--- src/logic/irq_pend_defs.svh ---
// constants for the top-level interrupt pending and fault status block
// What this block does
// - write one clears debug and external pending
// - write one clears mac pending bits
// - write one clears other source pending
// - writing zero leaves pending state unchanged
// - read-only active register, same bit layout
// - missed source event sets its lost bit, except debug source bit 16
// - wrong width access sets fault bit three
// - unprivileged protected write sets bit two
// - out of range access sets bit one
// - fault while cause set sets bit zero
// - all four registers reset to zero
// - write one to set register pends source
`ifndef IRQ_PEND_DEFS_SVH
`define IRQ_PEND_DEFS_SVH
`define PEND_SET_ADDR     32'he000_e200
`define PEND_CLEAR_ADDR   32'he000_e280
`define ACTIVE_ADDR       32'he000_e300
`define FAULT_CAUSE_ADDR  32'he000_ed3c
`define MISSED_ADDR       32'h4000_a820
`define STATUS_ADDR       32'h4000_a900
`define MASK_ADDR         32'h4000_a904
`define PEND_SRC_MASK     32'h0001_d7bc
`define MISSED_SRC_MASK   32'h0000_d7bc
`define FAULT_MASK        32'h0000_000f
`define RESET_VALUE       32'h0000_0000
`define FAULT_WIDTH_BIT   3
`define FAULT_PROT_BIT    2
`define FAULT_RANGE_BIT   1
`define FAULT_AGAIN_BIT   0
`define EVT_LOST_BIT      0
`define EVT_FAULT_BIT     1
`define EVT_MASK          32'h0000_0003
`endif

--- src/logic/irq_pend_pkg.sv ---
// types for the top-level interrupt pending and fault status block
`default_nettype none
package irq_pend_pkg;
    typedef logic [31:0] word_t;
endpackage : irq_pend_pkg
`default_nettype wire

--- src/logic/top_level_irq_pend_status.sv ---
// top-level interrupt pending, active, missed and fault status registers
`include "irq_pend_defs.svh"
`default_nettype none
module top_level_irq_pend_status (
    input  wire logic                clk_in,
    input  wire logic                sys_rst_in,
    input  wire logic [31:0]         addr_in,
    input  wire logic [31:0]         wdata_in,
    input  wire logic                wr_in,
    input  wire logic                rd_in,
    output logic      [31:0]         rdata_out,
    input  wire logic [31:0]         src_irq_in,
    input  wire logic [31:0]         src_ack_in,
    input  wire logic [31:0]         src_done_in,
    output logic      [31:0]         pending_out,
    input  wire logic                fault_in,
    input  wire logic                fault_width_in,
    input  wire logic                fault_prot_in,
    input  wire logic                fault_range_in,
    output logic                     irq_out
);
    irq_pend_pkg::word_t pending_reg;
    irq_pend_pkg::word_t active_reg;
    irq_pend_pkg::word_t missed_reg;
    irq_pend_pkg::word_t status_reg;
    irq_pend_pkg::word_t mask_reg;
    irq_pend_pkg::word_t pending_next;
    irq_pend_pkg::word_t active_next;
    irq_pend_pkg::word_t missed_next;
    irq_pend_pkg::word_t status_next;
    irq_pend_pkg::word_t lost_hits;
    logic        [3:0]   fault_cause;
    logic                wr_set;
    logic                wr_clr;
    logic                wr_miss;
    logic                wr_fault;

    localparam irq_pend_pkg::word_t src_bit_map  = `PEND_SRC_MASK;
    localparam irq_pend_pkg::word_t lost_bit_map = `MISSED_SRC_MASK;

    ////////////////////////////////////////////////////////////////
    // write decode
    assign wr_set   = wr_in && (addr_in == `PEND_SET_ADDR);
    assign wr_clr   = wr_in && (addr_in == `PEND_CLEAR_ADDR);
    assign wr_miss  = wr_in && (addr_in == `MISSED_ADDR);
    assign wr_fault = wr_in && (addr_in == `FAULT_CAUSE_ADDR);

    ////////////////////////////////////////////////////////////////
    // pending: hardware and set writes win over clear writes
    always_comb begin
        pending_next = pending_reg;
        if (wr_clr) begin
            pending_next = pending_next & ~(wdata_in & `PEND_SRC_MASK);
        end
        if (wr_set) begin
            pending_next = pending_next | (wdata_in & `PEND_SRC_MASK);
        end
        pending_next = (pending_next | src_irq_in) & ~src_ack_in;
        pending_next = pending_next & `PEND_SRC_MASK;
    end

    always_ff @(posedge clk_in) begin
        if (sys_rst_in) begin
            pending_reg <= `RESET_VALUE;
        end else begin
            pending_reg <= pending_next;
        end
    end

    ////////////////////////////////////////////////////////////////
    // active: set on acknowledge, cleared on handler completion
    always_comb begin
        active_next = ((active_reg & ~src_done_in) | src_ack_in) & `PEND_SRC_MASK;
    end

    always_ff @(posedge clk_in) begin
        if (sys_rst_in) begin
            active_reg <= `RESET_VALUE;
        end else begin
            active_reg <= active_next;
        end
    end

    ////////////////////////////////////////////////////////////////
    // missed: a source event arriving while already pending is lost
    assign lost_hits = src_irq_in & pending_reg & ~src_ack_in & `MISSED_SRC_MASK;

    always_comb begin
        missed_next = missed_reg;
        if (wr_miss) begin
            missed_next = missed_next & ~wdata_in;
        end
        missed_next = (missed_next | lost_hits) & `MISSED_SRC_MASK;
    end

    always_ff @(posedge clk_in) begin
        if (sys_rst_in) begin
            missed_reg <= `RESET_VALUE;
        end else begin
            missed_reg <= missed_next;
        end
    end

    ////////////////////////////////////////////////////////////////
    // fault cause
    fault_cause_cell u_fault (
        .clk_in         (clk_in),
        .sys_rst_in     (sys_rst_in),
        .fault_in       (fault_in),
        .fault_width_in (fault_width_in),
        .fault_prot_in  (fault_prot_in),
        .fault_range_in (fault_range_in),
        .clear_in       (wr_fault),
        .clear_bits_in  (wdata_in[3:0]),
        .cause_out      (fault_cause)
    );

    ////////////////////////////////////////////////////////////////
    // event status and mask
    always_comb begin
        status_next = status_reg;
        if (wr_in && (addr_in == `STATUS_ADDR)) begin
            status_next = status_next & ~wdata_in;
        end
        status_next[`EVT_LOST_BIT]  = status_next[`EVT_LOST_BIT] | (|lost_hits);
        status_next[`EVT_FAULT_BIT] = status_next[`EVT_FAULT_BIT] | fault_in;
        status_next = status_next & `EVT_MASK;
    end

    always_ff @(posedge clk_in) begin
        if (sys_rst_in) begin
            status_reg <= `RESET_VALUE;
        end else begin
            status_reg <= status_next;
        end
    end

    always_ff @(posedge clk_in) begin
        if (sys_rst_in) begin
            mask_reg <= `RESET_VALUE;
        end else if (wr_in && (addr_in == `MASK_ADDR)) begin
            mask_reg <= wdata_in & `EVT_MASK;
        end
    end

    assign irq_out     = |(status_reg & mask_reg);
    assign pending_out = pending_reg;

    ////////////////////////////////////////////////////////////////
    // read port
    always_ff @(posedge clk_in) begin
        if (sys_rst_in) begin
            rdata_out <= `RESET_VALUE;
        end else if (rd_in) begin
            case (addr_in)
                `PEND_SET_ADDR:    rdata_out <= pending_reg;
                `PEND_CLEAR_ADDR:  rdata_out <= pending_reg;
                `ACTIVE_ADDR:      rdata_out <= active_reg;
                `MISSED_ADDR:      rdata_out <= missed_reg;
                `FAULT_CAUSE_ADDR: rdata_out <= {28'h000_0000, fault_cause};
                `STATUS_ADDR:      rdata_out <= status_reg;
                `MASK_ADDR:        rdata_out <= mask_reg;
                default:           rdata_out <= `RESET_VALUE;
            endcase
        end else begin
            rdata_out <= `RESET_VALUE;
        end
    end

    ////////////////////////////////////////////////////////////////
    // checks
    a_clear_takes: assert property (@(posedge clk_in) disable iff (sys_rst_in)
        (wr_clr && wdata_in[16] && !src_irq_in[16]) |=> !pending_reg[16])
        else $error("debug pending not cleared");

    a_clear_mac: assert property (@(posedge clk_in) disable iff (sys_rst_in)
        (wr_clr && wdata_in[10] && !src_irq_in[10]) |=> !pending_reg[10])
        else $error("mac receive pending not cleared");

    a_clear_other: assert property (@(posedge clk_in) disable iff (sys_rst_in)
        (wr_clr && wdata_in[2] && !src_irq_in[2]) |=> !pending_reg[2])
        else $error("management pending not cleared");

    a_zero_keeps: assert property (@(posedge clk_in) disable iff (sys_rst_in)
        (wr_clr && !wdata_in[7] && pending_reg[7] && !src_ack_in[7]) |=> pending_reg[7])
        else $error("zero write changed pending");

    a_hw_wins: assert property (@(posedge clk_in) disable iff (sys_rst_in)
        (wr_clr && src_irq_in[16] && !src_ack_in[16]) |=> pending_reg[16])
        else $error("source event lost to clear write");

    a_pend_hold: assert property (@(posedge clk_in) disable iff (sys_rst_in)
        (!wr_clr && !wr_set && !(|src_irq_in) && !(|src_ack_in)) |=> $stable(pending_reg))
        else $error("pending changed with no cause");

    a_set_pends: assert property (@(posedge clk_in) disable iff (sys_rst_in)
        (wr_set && wdata_in[9] && !src_ack_in[9]) |=> pending_reg[9])
        else $error("set write did not pend");

    a_read_set: assert property (@(posedge clk_in) disable iff (sys_rst_in)
        (rd_in && (addr_in == `PEND_SET_ADDR)) |=> (rdata_out == $past(pending_reg)))
        else $error("set address read wrong");

    a_read_pend: assert property (@(posedge clk_in) disable iff (sys_rst_in)
        (rd_in && (addr_in == `PEND_CLEAR_ADDR)) |=> (rdata_out == $past(pending_reg)))
        else $error("clear address read wrong");

    a_active_ack: assert property (@(posedge clk_in) disable iff (sys_rst_in)
        src_ack_in[3] |=> active_reg[3])
        else $error("active bit not set on acknowledge");

    a_active_hold: assert property (@(posedge clk_in) disable iff (sys_rst_in)
        (!(|src_ack_in) && !(|src_done_in)) |=> $stable(active_reg))
        else $error("active changed with no cause");

    a_read_active: assert property (@(posedge clk_in) disable iff (sys_rst_in)
        (rd_in && (addr_in == `ACTIVE_ADDR)) |=> (rdata_out == $past(active_reg)))
        else $error("active read wrong");

    a_lost_sets: assert property (@(posedge clk_in) disable iff (sys_rst_in)
        (src_irq_in[15] && pending_reg[15] && !src_ack_in[15]) |=> missed_reg[15])
        else $error("missed interrupt not recorded");

    a_missed_clear: assert property (@(posedge clk_in) disable iff (sys_rst_in)
        (wr_miss && !(|lost_hits)) |=> ((missed_reg & $past(wdata_in)) == 32'h0000_0000))
        else $error("missed bit not cleared");

    a_missed_hold: assert property (@(posedge clk_in) disable iff (sys_rst_in)
        !wr_miss |=> ((missed_reg & $past(missed_reg)) == $past(missed_reg)))
        else $error("missed bit dropped");

    a_read_missed: assert property (@(posedge clk_in) disable iff (sys_rst_in)
        (rd_in && (addr_in == `MISSED_ADDR)) |=> (rdata_out == $past(missed_reg)))
        else $error("missed read wrong");

    a_prot_flag: assert property (@(posedge clk_in) disable iff (sys_rst_in)
        (fault_in && fault_prot_in) |=> fault_cause[`FAULT_PROT_BIT])
        else $error("protection fault not recorded");

    a_range_flag: assert property (@(posedge clk_in) disable iff (sys_rst_in)
        (fault_in && fault_range_in) |=> fault_cause[`FAULT_RANGE_BIT])
        else $error("range fault not recorded");

    a_fault_hold: assert property (@(posedge clk_in) disable iff (sys_rst_in)
        (!fault_in && !wr_fault) |=> $stable(fault_cause))
        else $error("fault cause changed with no cause");

    a_fault_clear: assert property (@(posedge clk_in) disable iff (sys_rst_in)
        (wr_fault && !fault_in) |=> ((fault_cause & $past(wdata_in[3:0])) == 4'h0))
        else $error("fault cause not cleared");

    a_read_fault: assert property (@(posedge clk_in) disable iff (sys_rst_in)
        (rd_in && (addr_in == `FAULT_CAUSE_ADDR)) |=> (rdata_out[31:4] == 28'h000_0000))
        else $error("fault read upper bits set");

    a_reserved_zero: assert property (@(posedge clk_in) disable iff (sys_rst_in)
        (pending_reg[31:17] == 15'h0000) && !missed_reg[16] && !active_reg[13])
        else $error("reserved bit set");

    a_reset_zero: assert property (@(posedge clk_in)
        sys_rst_in |=> (pending_reg == 32'h0000_0000) && (missed_reg == 32'h0000_0000))
        else $error("registers not zero after reset");

    a_reset_rest: assert property (@(posedge clk_in)
        sys_rst_in |=> (active_reg == 32'h0000_0000) && (status_reg == 32'h0000_0000)
            && (mask_reg == 32'h0000_0000) && (fault_cause == 4'h0) && (rdata_out == 32'h0000_0000))
        else $error("state not zero after reset");

    a_status_lost: assert property (@(posedge clk_in) disable iff (sys_rst_in)
        (|lost_hits) |=> status_reg[`EVT_LOST_BIT])
        else $error("lost event not flagged");

    a_status_fault: assert property (@(posedge clk_in) disable iff (sys_rst_in)
        fault_in |=> status_reg[`EVT_FAULT_BIT])
        else $error("fault event not flagged");

    a_status_clear: assert property (@(posedge clk_in) disable iff (sys_rst_in)
        (wr_in && (addr_in == `STATUS_ADDR) && wdata_in[0] && !(|lost_hits)) |=> !status_reg[0])
        else $error("status bit not cleared");

    a_mask_write: assert property (@(posedge clk_in) disable iff (sys_rst_in)
        (wr_in && (addr_in == `MASK_ADDR)) |=> (mask_reg == ($past(wdata_in) & `EVT_MASK)))
        else $error("mask write wrong");

    a_irq_masked: assert property (@(posedge clk_in) disable iff (sys_rst_in)
        (mask_reg == 32'h0000_0000) |-> !irq_out)
        else $error("interrupt raised while masked");

    a_read_idle: assert property (@(posedge clk_in) disable iff (sys_rst_in)
        !rd_in |=> (rdata_out == 32'h0000_0000))
        else $error("read data not zero when idle");

    a_read_status: assert property (@(posedge clk_in) disable iff (sys_rst_in)
        (rd_in && (addr_in == `STATUS_ADDR)) |=> (rdata_out == $past(status_reg)))
        else $error("status read wrong");

    a_read_mask: assert property (@(posedge clk_in) disable iff (sys_rst_in)
        (rd_in && (addr_in == `MASK_ADDR)) |=> (rdata_out == $past(mask_reg)))
        else $error("mask read wrong");

    ////////////////////////////////////////////////////////////////
    // per-source checks
    for (genvar i = 0; i < 32; i++) begin : g_bit_checks
        if (src_bit_map[i]) begin : g_src
            a_clear_bit: assert property (@(posedge clk_in) disable iff (sys_rst_in)
                (wr_clr && wdata_in[i] && !src_irq_in[i]) |=> !pending_reg[i])
                else $error("pending bit not cleared");

            a_zero_bit: assert property (@(posedge clk_in) disable iff (sys_rst_in)
                (wr_clr && !wdata_in[i] && pending_reg[i] && !src_ack_in[i]) |=> pending_reg[i])
                else $error("zero write changed pending bit");

            a_set_bit: assert property (@(posedge clk_in) disable iff (sys_rst_in)
                (wr_set && wdata_in[i] && !src_ack_in[i]) |=> pending_reg[i])
                else $error("set write did not pend bit");

            a_ack_bit: assert property (@(posedge clk_in) disable iff (sys_rst_in)
                src_ack_in[i] |=> (active_reg[i] && !pending_reg[i]))
                else $error("acknowledge not taken");

            a_done_bit: assert property (@(posedge clk_in) disable iff (sys_rst_in)
                (src_done_in[i] && !src_ack_in[i]) |=> !active_reg[i])
                else $error("active bit not cleared on completion");
        end else begin : g_resv
            a_resv_bit: assert property (@(posedge clk_in) disable iff (sys_rst_in)
                !pending_reg[i] && !active_reg[i])
                else $error("reserved source bit set");
        end

        if (lost_bit_map[i]) begin : g_lost
            a_lost_bit: assert property (@(posedge clk_in) disable iff (sys_rst_in)
                (src_irq_in[i] && pending_reg[i] && !src_ack_in[i]) |=> missed_reg[i])
                else $error("missed bit not recorded");
        end else begin : g_no_lost
            a_no_lost: assert property (@(posedge clk_in) disable iff (sys_rst_in)
                !missed_reg[i])
                else $error("reserved missed bit set");
        end
    end

    ////////////////////////////////////////////////////////////////
    // coverage
    c_lost_event: cover property (@(posedge clk_in) |lost_hits);
    c_fault_again: cover property (@(posedge clk_in) fault_cause[0]);
    c_irq_raised: cover property (@(posedge clk_in) irq_out);
    c_clear_write: cover property (@(posedge clk_in) wr_clr && |pending_reg);
    c_active_set: cover property (@(posedge clk_in) |active_reg);
endmodule : top_level_irq_pend_status
`default_nettype wire

--- src/logic/fault_cause_cell.sv ---
// sticky auxiliary bus fault cause register
`include "irq_pend_defs.svh"
`default_nettype none
module fault_cause_cell (
    input  wire logic                clk_in,
    input  wire logic                sys_rst_in,
    input  wire logic                fault_in,
    input  wire logic                fault_width_in,
    input  wire logic                fault_prot_in,
    input  wire logic                fault_range_in,
    input  wire logic                clear_in,
    input  wire logic [3:0]          clear_bits_in,
    output logic      [3:0]          cause_out
);
    logic [3:0] cause_next;
    logic [3:0] set_bits;

    always_comb begin
        set_bits = 4'h0;
        if (fault_in) begin
            set_bits[`FAULT_WIDTH_BIT] = fault_width_in;
            set_bits[`FAULT_PROT_BIT]  = fault_prot_in;
            set_bits[`FAULT_RANGE_BIT] = fault_range_in;
            set_bits[`FAULT_AGAIN_BIT] = |cause_out[3:1];
        end
        cause_next = cause_out;
        if (clear_in) begin
            cause_next = cause_next & ~clear_bits_in;
        end
        cause_next = cause_next | set_bits;
    end

    always_ff @(posedge clk_in) begin
        if (sys_rst_in) begin
            cause_out <= 4'h0;
        end else begin
            cause_out <= cause_next;
        end
    end

    a_again_flag: assert property (@(posedge clk_in) disable iff (sys_rst_in)
        (fault_in && |cause_out[3:1]) |=> cause_out[0])
        else $error("repeat fault not recorded");
    a_width_flag: assert property (@(posedge clk_in) disable iff (sys_rst_in)
        (fault_in && fault_width_in) |=> cause_out[3])
        else $error("width fault not recorded");
endmodule : fault_cause_cell
`default_nettype wire

--- config.mk ---
export PLATFORM = sky130hd
export DESIGN_NAME = top_level_irq_pend_status
export DESIGN_NICKNAME = d
export VERILOG_FILES = /design/src/logic/irq_pend_pkg.sv /design/src/logic/top_level_irq_pend_status.sv /design/src/logic/fault_cause_cell.sv
export VERILOG_INCLUDE_DIRS = /design/src /design/src/logic
export SDC_FILE = /design/constraint.sdc
export NUM_CORES = 1
export LEC_CHECK = 0
export BUFFER_PORTS_ARGS = -buffer_cell sky130_fd_sc_hd__buf_2
export CAP_MARGIN = 40
export CORE_MARGIN = 1.5
export CORE_UTILIZATION = 30
export DETAILED_ROUTE_END_ITERATION = 10
export SYNTH_ARGS = -nofsm -noshare
export SYNTH_HDL_FRONTEND = slang
export SYNTH_SLANG_ARGS = --single-unit
--- constraint.sdc ---
create_clock -name clk_in -period 3.73 [get_ports clk_in]
set_input_delay 0.746 -clock clk_in [delete_from_list [all_inputs] [get_ports clk_in]]
set_output_delay 0.746 -clock clk_in [all_outputs]
set_load 0.01 [all_outputs]
[Yosys cells after proc, flatten, opt, wreduce, memory -nomap -nowiden]
Index checks and enable logic that the tools add are counted.
Storage, ports and cells
  word-level logic and storage cells: 54
  input bits: 168
  register bits: 75
Operators by class
  reduce and logical (&&, ||, !) cells: 11
  muxes and demuxes: 7
  bitwise operators: 22
  eq/ne operators: 7
Operators with widths (number)
  equality test 32 bit, second input constant: 4
  case mux 17 bit (6 select lines): 1
  equality test 32 x 31 -> 1 bit, second input constant: 3
  bitwise AND 17 bit: 3
  NOT 17 bit: 3
  OR 17 bit: 3
  bitwise AND 16 bit: 3
  2-to-1 mux 17 bit: 2
  OR reduction 32 bit: 1
  2-to-1 mux 16 bit: 1
  NOT 16 bit: 1
  OR 16 bit: 1
  OR reduction 11 bit: 1
  2-to-1 mux 4 bit: 2
  logical AND 1 bit: 6
  bitwise AND 2 bit: 2
  bitwise AND 4 bit: 1
  NOT 4 bit: 1
  OR 4 bit: 1
  OR reduction 2 bit: 2
  OR reduction 3 bit: 1
  2-to-1 mux 2 bit: 1
  OR 1 bit: 2
  NOT 1 bit: 1

[Depth between registers and ports, before layout]
Gate-level depths: netlist (run 1).
  word-level depth: 7
  gate-level depth with buffers: 7

[By module]
A second synthesis (run 1) with hierarchy kept.
Second synthesis, totals
  cells, all modules: 359
  area, all modules: 3110.5 um2
By module, submodules not included
  top_level_irq_pend_status: instances 1, sequential area each 1061.0 um2, area an instance 2951.6 um2, cells an instance 343
  fault_cause_cell: instances 1, sequential area each 80.1 um2, area an instance 158.9 um2, cells an instance 16

[Worst setup path after synthesis (run 1)]
Ideal clock, no wire load.
  kind: input to register
  start point: input addr_in[4]
  end point: register pending_reg[10] (netlist: pending_out[10])
  path slack: 956 ps
  arrival time: 2647 ps
  setup time: 126 ps
  stages: 7
  required time: 3604 ps
  buffers on the path: 2
  cell sequence: or4_1 or4_1 or4_1 buf_2 buf_6 o31ai_1 a211oi_1
Between the ends
  cells in the longest elaborated chain, start to end: 7
Ends and longest elaborated chain
  from (decl): RTL line top_level_irq_pend_status.sv:7  | input wire logic [31:0] addr_in,
  equality test 32 bit
  logical AND 1 bit: RTL line top_level_irq_pend_status.sv:44  | assign wr_clr = wr_in && (addr_in == `PEND_CLEAR_ADDR);
  2-to-1 mux 17 bit: RTL line top_level_irq_pend_status.sv:52  | if (wr_clr) begin
  OR 17 bit: RTL line top_level_irq_pend_status.sv:56  | pending_next = pending_next | (wdata_in & `PEND_SRC_MASK);
  2-to-1 mux 17 bit (*): RTL line top_level_irq_pend_status.sv:55  | if (wr_set) begin
  OR 17 bit (*): RTL line top_level_irq_pend_status.sv:58  | pending_next = (pending_next | src_irq_in) & ~src_ack_in;
  bitwise AND 17 bit (*): RTL line top_level_irq_pend_status.sv:58
  to (signal assigned): RTL line top_level_irq_pend_status.sv:64  | pending_reg <= `RESET_VALUE;
  to (signal assigned): RTL line top_level_irq_pend_status.sv:66  | pending_reg <= pending_next;
  to (decl): RTL line top_level_irq_pend_status.sv:22  | irq_pend_pkg::word_t pending_reg;
Every way passes the cells marked *; elsewhere a longest branch is shown, timed or not.
A chain may end at the register's enable or synchronous reset.

[Final worst setup path (run 1)]
  start point: input addr_in[4]
  end point: register pending_reg[5] (netlist: pending_out[5])
Same word-level chain as after synthesis.

==> flow_summary.yaml, run 1 <==
outcome:
  status: "finished clean"
detailed_routing:
  drtPass1Iterations: 5
  drt-initial-drc-count: 227
  wl_mm: 8.942
  post_drt_via_cell_ratio: 5.020
  vias: 2987
  ant_nets: 0
  wl_per_cell_um: 15.03
  drc_errors: 0
synthesis:
  synth-main-ff-cell: "dfxtp_1"
  synth_edf_count: 0
  synth.avg_cell_area_um2: 8.362
  yosysMostFrequentCell: "dfxtp_1"
  yosys-top-cells-count: "57 x dfxtp_1, 40 x buf_4, 31 x a21oi_1, 26 x nor2_1, 21 x nand2_1"
  yosysWarnings: 0
  synthCells: 344
  syn_area_mm2: 0.002877
  yosysUniqueCellTypes: 39
  yosysTopAreaCell: "dfxtp_1"
  synth_top_area_share_pct: 39.67
  synth-async-reset-ratio_pct: 0
  synth.area.top_cells: "dfxtp_1 40%, buf_4 10%, a21oi_1 5.4%"
  ys_seq_area_share_pct: 39.67
  ys_ff_latch: 57
timing:
  finalSetupTns_ps: 0
  relSlewSlack_pct: 50.94
  hold_viol_final: 0
  fin_crit_ps: 2889
  timing.fmax_ghz: 0.3462
  maxSlewViolCount: 0
  setup_violations: 0
  tightest_slew_ps: 729.8
  rsz0062_at_grt: "no"
  skew_ps: 8.371
  post-route-period-util_pct: 77.44
critical_path:
  startpoint_type: "input port"
  criticalPathCategory: "input port to flip-flop"
  slowest_stage: "or4_1"
  r2r_slack_ps: 2670
  crit_buf_inv: 1
  critPathMaxStageDelay_ps: 760
  worstRegToRegCells: 4
  crit_arrival_ps: 3090
  cp_max_fo: 14
  cp_top_family: "simple AND/OR/NAND/NOR gates"
  r2r-end: "status_reg[0]$_SDFF_PP0_"
  reg2reg_from: "pending_out[12]$_SDFF_PP0_"
  end_kind: "flip-flop"
  path_cells: "buf_2, or4_1, or4_1, or4_1, o31ai_1, a211oi_1"
  cp.required_ps: 3930
  path_common_cell: "or4_1"
global_route:
  gr-total-overflow: 0
  grt_pass1_vias: 2769
  grt_max_degree: 44
  antenna_found_initial: 0
  grt_use_total_pct: 17.78
  grt_pass1_wl_mm: 13.88
floorplanning:
  die_height_um: 100.9
  start_util_pct: 30.98
  io_pins: 233
  dieWidth_um: 100.9
  core_mm2: 0.009284
  die-area_mm2: 0.01018
  num_rows: 35
final_layout:
  nFillCells: 1013
  final_layout_size_suffix_gt1_share_pct: 31.97
  final_cells: 595
  largest_reg_flops: 14
  syn2layout_area_growth_pct: 28.36
  nets: 629
  antenna_cells: 0
  final_design_area_no_fill_mm2: 0.003692
  multi_input_area_mm2: 0.001460
  regArea_mm2: 0.001141
hold_path:
  holdPathEnd: "missed_reg[15]$_SDFF_PP0_"
  worstHoldPathCells: 2
  hold_class: "flip-flop to flip-flop"
  min_from: "missed_reg[15]$_SDFF_PP0_"
pwr:
  p_leak_nw: 1.602
  power.density_mw_per_mm2: 398.1
  ir_worst_vdd_v: 0.0001544
place:
  gp_congestion: 0.8424
  dp_hpwl_mm: 6.532
  place_area_mm2: 0.003463
  numPortBuffers: 116
  dp_cells: 579
clocking:
  cts_buffers: 9
  clk_pin_slew_ps: 70
  cts_setup_buffers: 0
  cts_tree: "done"
  cts_root_buf: "clkbuf_8"
  cts_hold_buf: 0
  cts_max_level: 3
  clock-sinks: 57
  cts.repair.resized: 0
  cts.path.max_buffers: 2
  clkLatencyLatePin_ps: 340
job:
  drv_cap: 0
per-stage QoR:
step                total power, mW  hold slack [ps]  util [%]  worst slack [ps]
floorplan                    0.7671            451.5         -             956.3
global placement             0.8167            463.2     37.30             499.3
detailed placement           0.8204            467.8     37.30             485.5
CTS                           1.479            478.1     39.77             834.2
global route                  1.522            502.0     39.77             603.8
finish                        1.470            479.4     39.77             841.5
report_power, final:
group	internal [mW]	switching [mW]	total (mW)
logic	0.0648	0.0958	0.161
registers	0.632	0.0160	0.648
clock network	0.410	0.251	0.661
total	1.11	0.363	1.47
routing by layer:
layer	vias up	GRT usage (%)	part of all wire [%]
li1	1454	-	-
met5	-	0	0
met3	15	3.259	8.8
met2	139	27.75	45
met1	1379	24.30	44
met4	0	6.944	1.7
worst max-delay path by stage:
stage,from,to,cells past startpoint
2_1_floorplan,addr_in[4],pending_out[10]$_SDFF_PP0_,7
3_3_place_gp,addr_in[4],pending_out[5]$_SDFF_PP0_,6
3_5_place_dp,addr_in[4],pending_out[9]$_SDFF_PP0_,6
4_1_cts,addr_in[4],pending_out[5]$_SDFF_PP0_,6
5_1_grt,addr_in[21],pending_out[9]$_SDFF_PP0_,6
6_report,addr_in[4],pending_out[5]$_SDFF_PP0_,6
logic make-up (layout without fill, tap and decap cells):
group,Yosys count,after routing,share of synthesized area (%)
AND/OR/NAND/NOR,107,107,20.44
other,1,38,0.1304
AO/OA/AOI/OAI,108,108,24.71
buffers and inverters,71,156,15.05
flip-flops,57,57,39.67
cell usage in the layout, fill, tap and decap left out, drive strengths merged, types with 13 or more instances in the layout:
master,count
nor2,26
a222oi,13
nand2,21
a21oi,31
conb,38
buf,124
o31ai,13
o21ai,20
inv,16
dfxtp,57
worst min-delay path: cells and delay by family (launching register included):
family | cells | cell delay (ps)
AO/OA/AOI/OAI | 2 | 120
flip-flops | 1 | 310
final cells by class:
class	count	area share, %
Tap cell	129	4.371
Inverter	16	1.627
Sequential cell	57	30.90
Multi-Input combinational cell	253	39.55
Timing Repair Buffer	124	17.35
Clock inverter	5	2.101
Clock buffer	11	4.100
No activity file was read; power rests on OpenSTA's default activity.
==> run 2, diff against run 1 <==
==> constraint.sdc (replaced) <==
create_clock -name clk_in -period 2.7 [get_ports clk_in]
set_input_delay 0.54 -clock clk_in [delete_from_list [all_inputs] [get_ports clk_in]]
set_output_delay 0.54 -clock clk_in [all_outputs]
set_load 0.01 [all_outputs]
==> run 2 against run 1 <==
Against the previous run: clock-buffer cell count increased by 2; register-to-register slack lost 1000 ps; first-iteration DRC count grew 12%; power rose by 29%; via count grew 1.2%; hold slack got worse by 96 ps; utilization up 0.46 points; die area did not move; sequential share of layout area is 0.35 points lower; combinational power is 42% higher; worst setup slack got worse by 600 ps; highest routed layer unchanged.
==> flow_summary.yaml, run 2 (synthesis results as in run 1) <==
outcome:
  status: "finished clean"
clocking:
  clk_pin_slew_ps: 60
  clock-sinks: 57
  cts_tree: "done"
  cts_max_level: 3
  cts_hold_buf: 0
  cts_setup_buffers: 0
  cts.repair.resized: 0
  cts_buffers: 9
  clkLatencyLatePin_ps: 330
  cts_root_buf: "clkbuf_8"
  cts.path.max_buffers: 2
critical_path:
  cp_max_fo: 14
  end_kind: "flip-flop"
  startpoint_type: "input port"
  criticalPathCategory: "input port to flip-flop"
  r2r_slack_ps: 1660
  cp.required_ps: 2900
  crit_arrival_ps: 2650
floorplanning:
  die-area_mm2: 0.01018
  core_mm2: 0.009284
  dieWidth_um: 100.9
  num_rows: 35
  die_height_um: 100.9
  io_pins: 233
  start_util_pct: 30.98
pwr:
  ir_worst_vdd_v: 0.0002584
  clockPowerShare_pct: 40.8
  swShare_pct: 25.33
  combPwrFrac_pct: 12.0
  seqPwrFrac_pct: 47.2
  p_leak_nw: 1.635
  power.density_mw_per_mm2: 508.3
  p_int_mw: 1.418
  finalPower_mw: 1.898
  p_switching_mw: 0.4808
detailed_routing:
  highest_layer: "met4"
  drt-initial-drc-count: 255
  drc_errors: 0
  vias: 3022
  met1Wirelength_mm: 3.930
  wl_mm: 8.916
  wl_per_cell_um: 14.71
  ant_nets: 0
  drtPass1Iterations: 5
  dr_wl_met2_mm: 4.088
  post_drt_via_cell_ratio: 4.987
  wl_met3_um: 833
timing:
  rsz0062_at_grt: "no"
  fin_crit_ps: 2454
  maxSlewViolCount: 0
  tightest_slew_ps: 675.3
  worst_slack_ps: 246.1
  whs_ps: 383.8
  relSlewSlack_pct: 54.98
  setup_violations: 0
  skew_ps: 7.689
  post-route-period-util_pct: 90.89
  timing.fmax_ghz: 0.4075
  hold_viol_final: 0
final_layout:
  final_cell_mix: "116 x buf_2, 57 x dfxtp_1, 38 x conb_1"
  nets: 640
  largest_reg_flops: 14
  antenna_cells: 0
  syn2layout_area_growth_pct: 29.84
  final_layout_size_suffix_gt1_share_pct: 32.91
  regArea_mm2: 0.001141
  layout_commonest_cell: "buf_2"
  final_cells: 606
  nFillCells: 976
  multi_input_area_mm2: 0.001460
place:
  numPortBuffers: 116
  dp_hpwl_mm: 6.500
  dp_cells: 590
  gp_congestion: 0.8767
  post-place-ws_ps: -62.26
global_route:
  grt_use_total_pct: 17.73
  antenna_found_initial: 0
  grt_max_degree: 44
  grt_pass1_vias: 2880
  gr-total-overflow: 0
  grt_pass1_wl_mm: 13.93
job:
  drv_cap: 0
hold_path:
  hold_class: "input port to flip-flop"
run 2: final cells by class:
class,instances,area share [%]
inverters,16,1.608
flip-flops and latches,57,30.55
repair buffers,135,19.36
well taps,129,4.322
multi-input cells,253,39.10
clock inverters,3,1.072
clock buffers,13,3.987
run 2: critical path, cell delays in order:
cell	delay (ps)
buf_2	100
or4_1	530
or4_1	430
or4_1	410
buf_4	220
o31ai_1	300
a211oi_1	110
run 2: worst paths after layout:
kind,to,cells after the start,start
hold reg to reg,missed_reg[5]$_SDFF_PP0_,2,missed_reg[5]$_SDFF_PP0_
hold / removal,pending_out[16]$_SDFF_PP0_,2,src_ack_in[16]
setup reg to reg,status_reg[0]$_SDFF_PP0_,4,pending_out[7]$_SDFF_PP0_
setup / recovery,pending_out[4]$_SDFF_PP0_,7,addr_in[4]
run 2: power by group through the flow:
stage          Combinational [mW]  Clock (mW)  Sequential, mW
6_report                    0.228       0.775           0.896
5_1_grt                     0.256       0.831           0.899
4_1_cts                     0.227       0.794           0.895
3_5_place_dp                0.226           0           0.914
3_3_place_gp                0.222           0           0.912
2_1_floorplan               0.148           0           0.912
run 2: through the flow:
| stage | utilization [%] | cell area, um2 | setup TNS [ps] |
|---|---|---|---|
| floorplan | - | 3015 | 0 |
| global placement | 38.19 | 3546 | -319.6 |
| detailed placement | 38.19 | 3546 | -643.1 |
| CTS | 40.23 | 3735 | 0 |
| global route | 40.23 | 3735 | 0 |
| finish | 40.23 | 3735 | 0 |
run 2: per-layer routing:
layer  vias to the layer above  track usage [%]
met5                         -                0
met4                         0            4.380
met3                         7            5.825
met2                       138            28.74
met1                      1408            22.80
li1                       1469                -
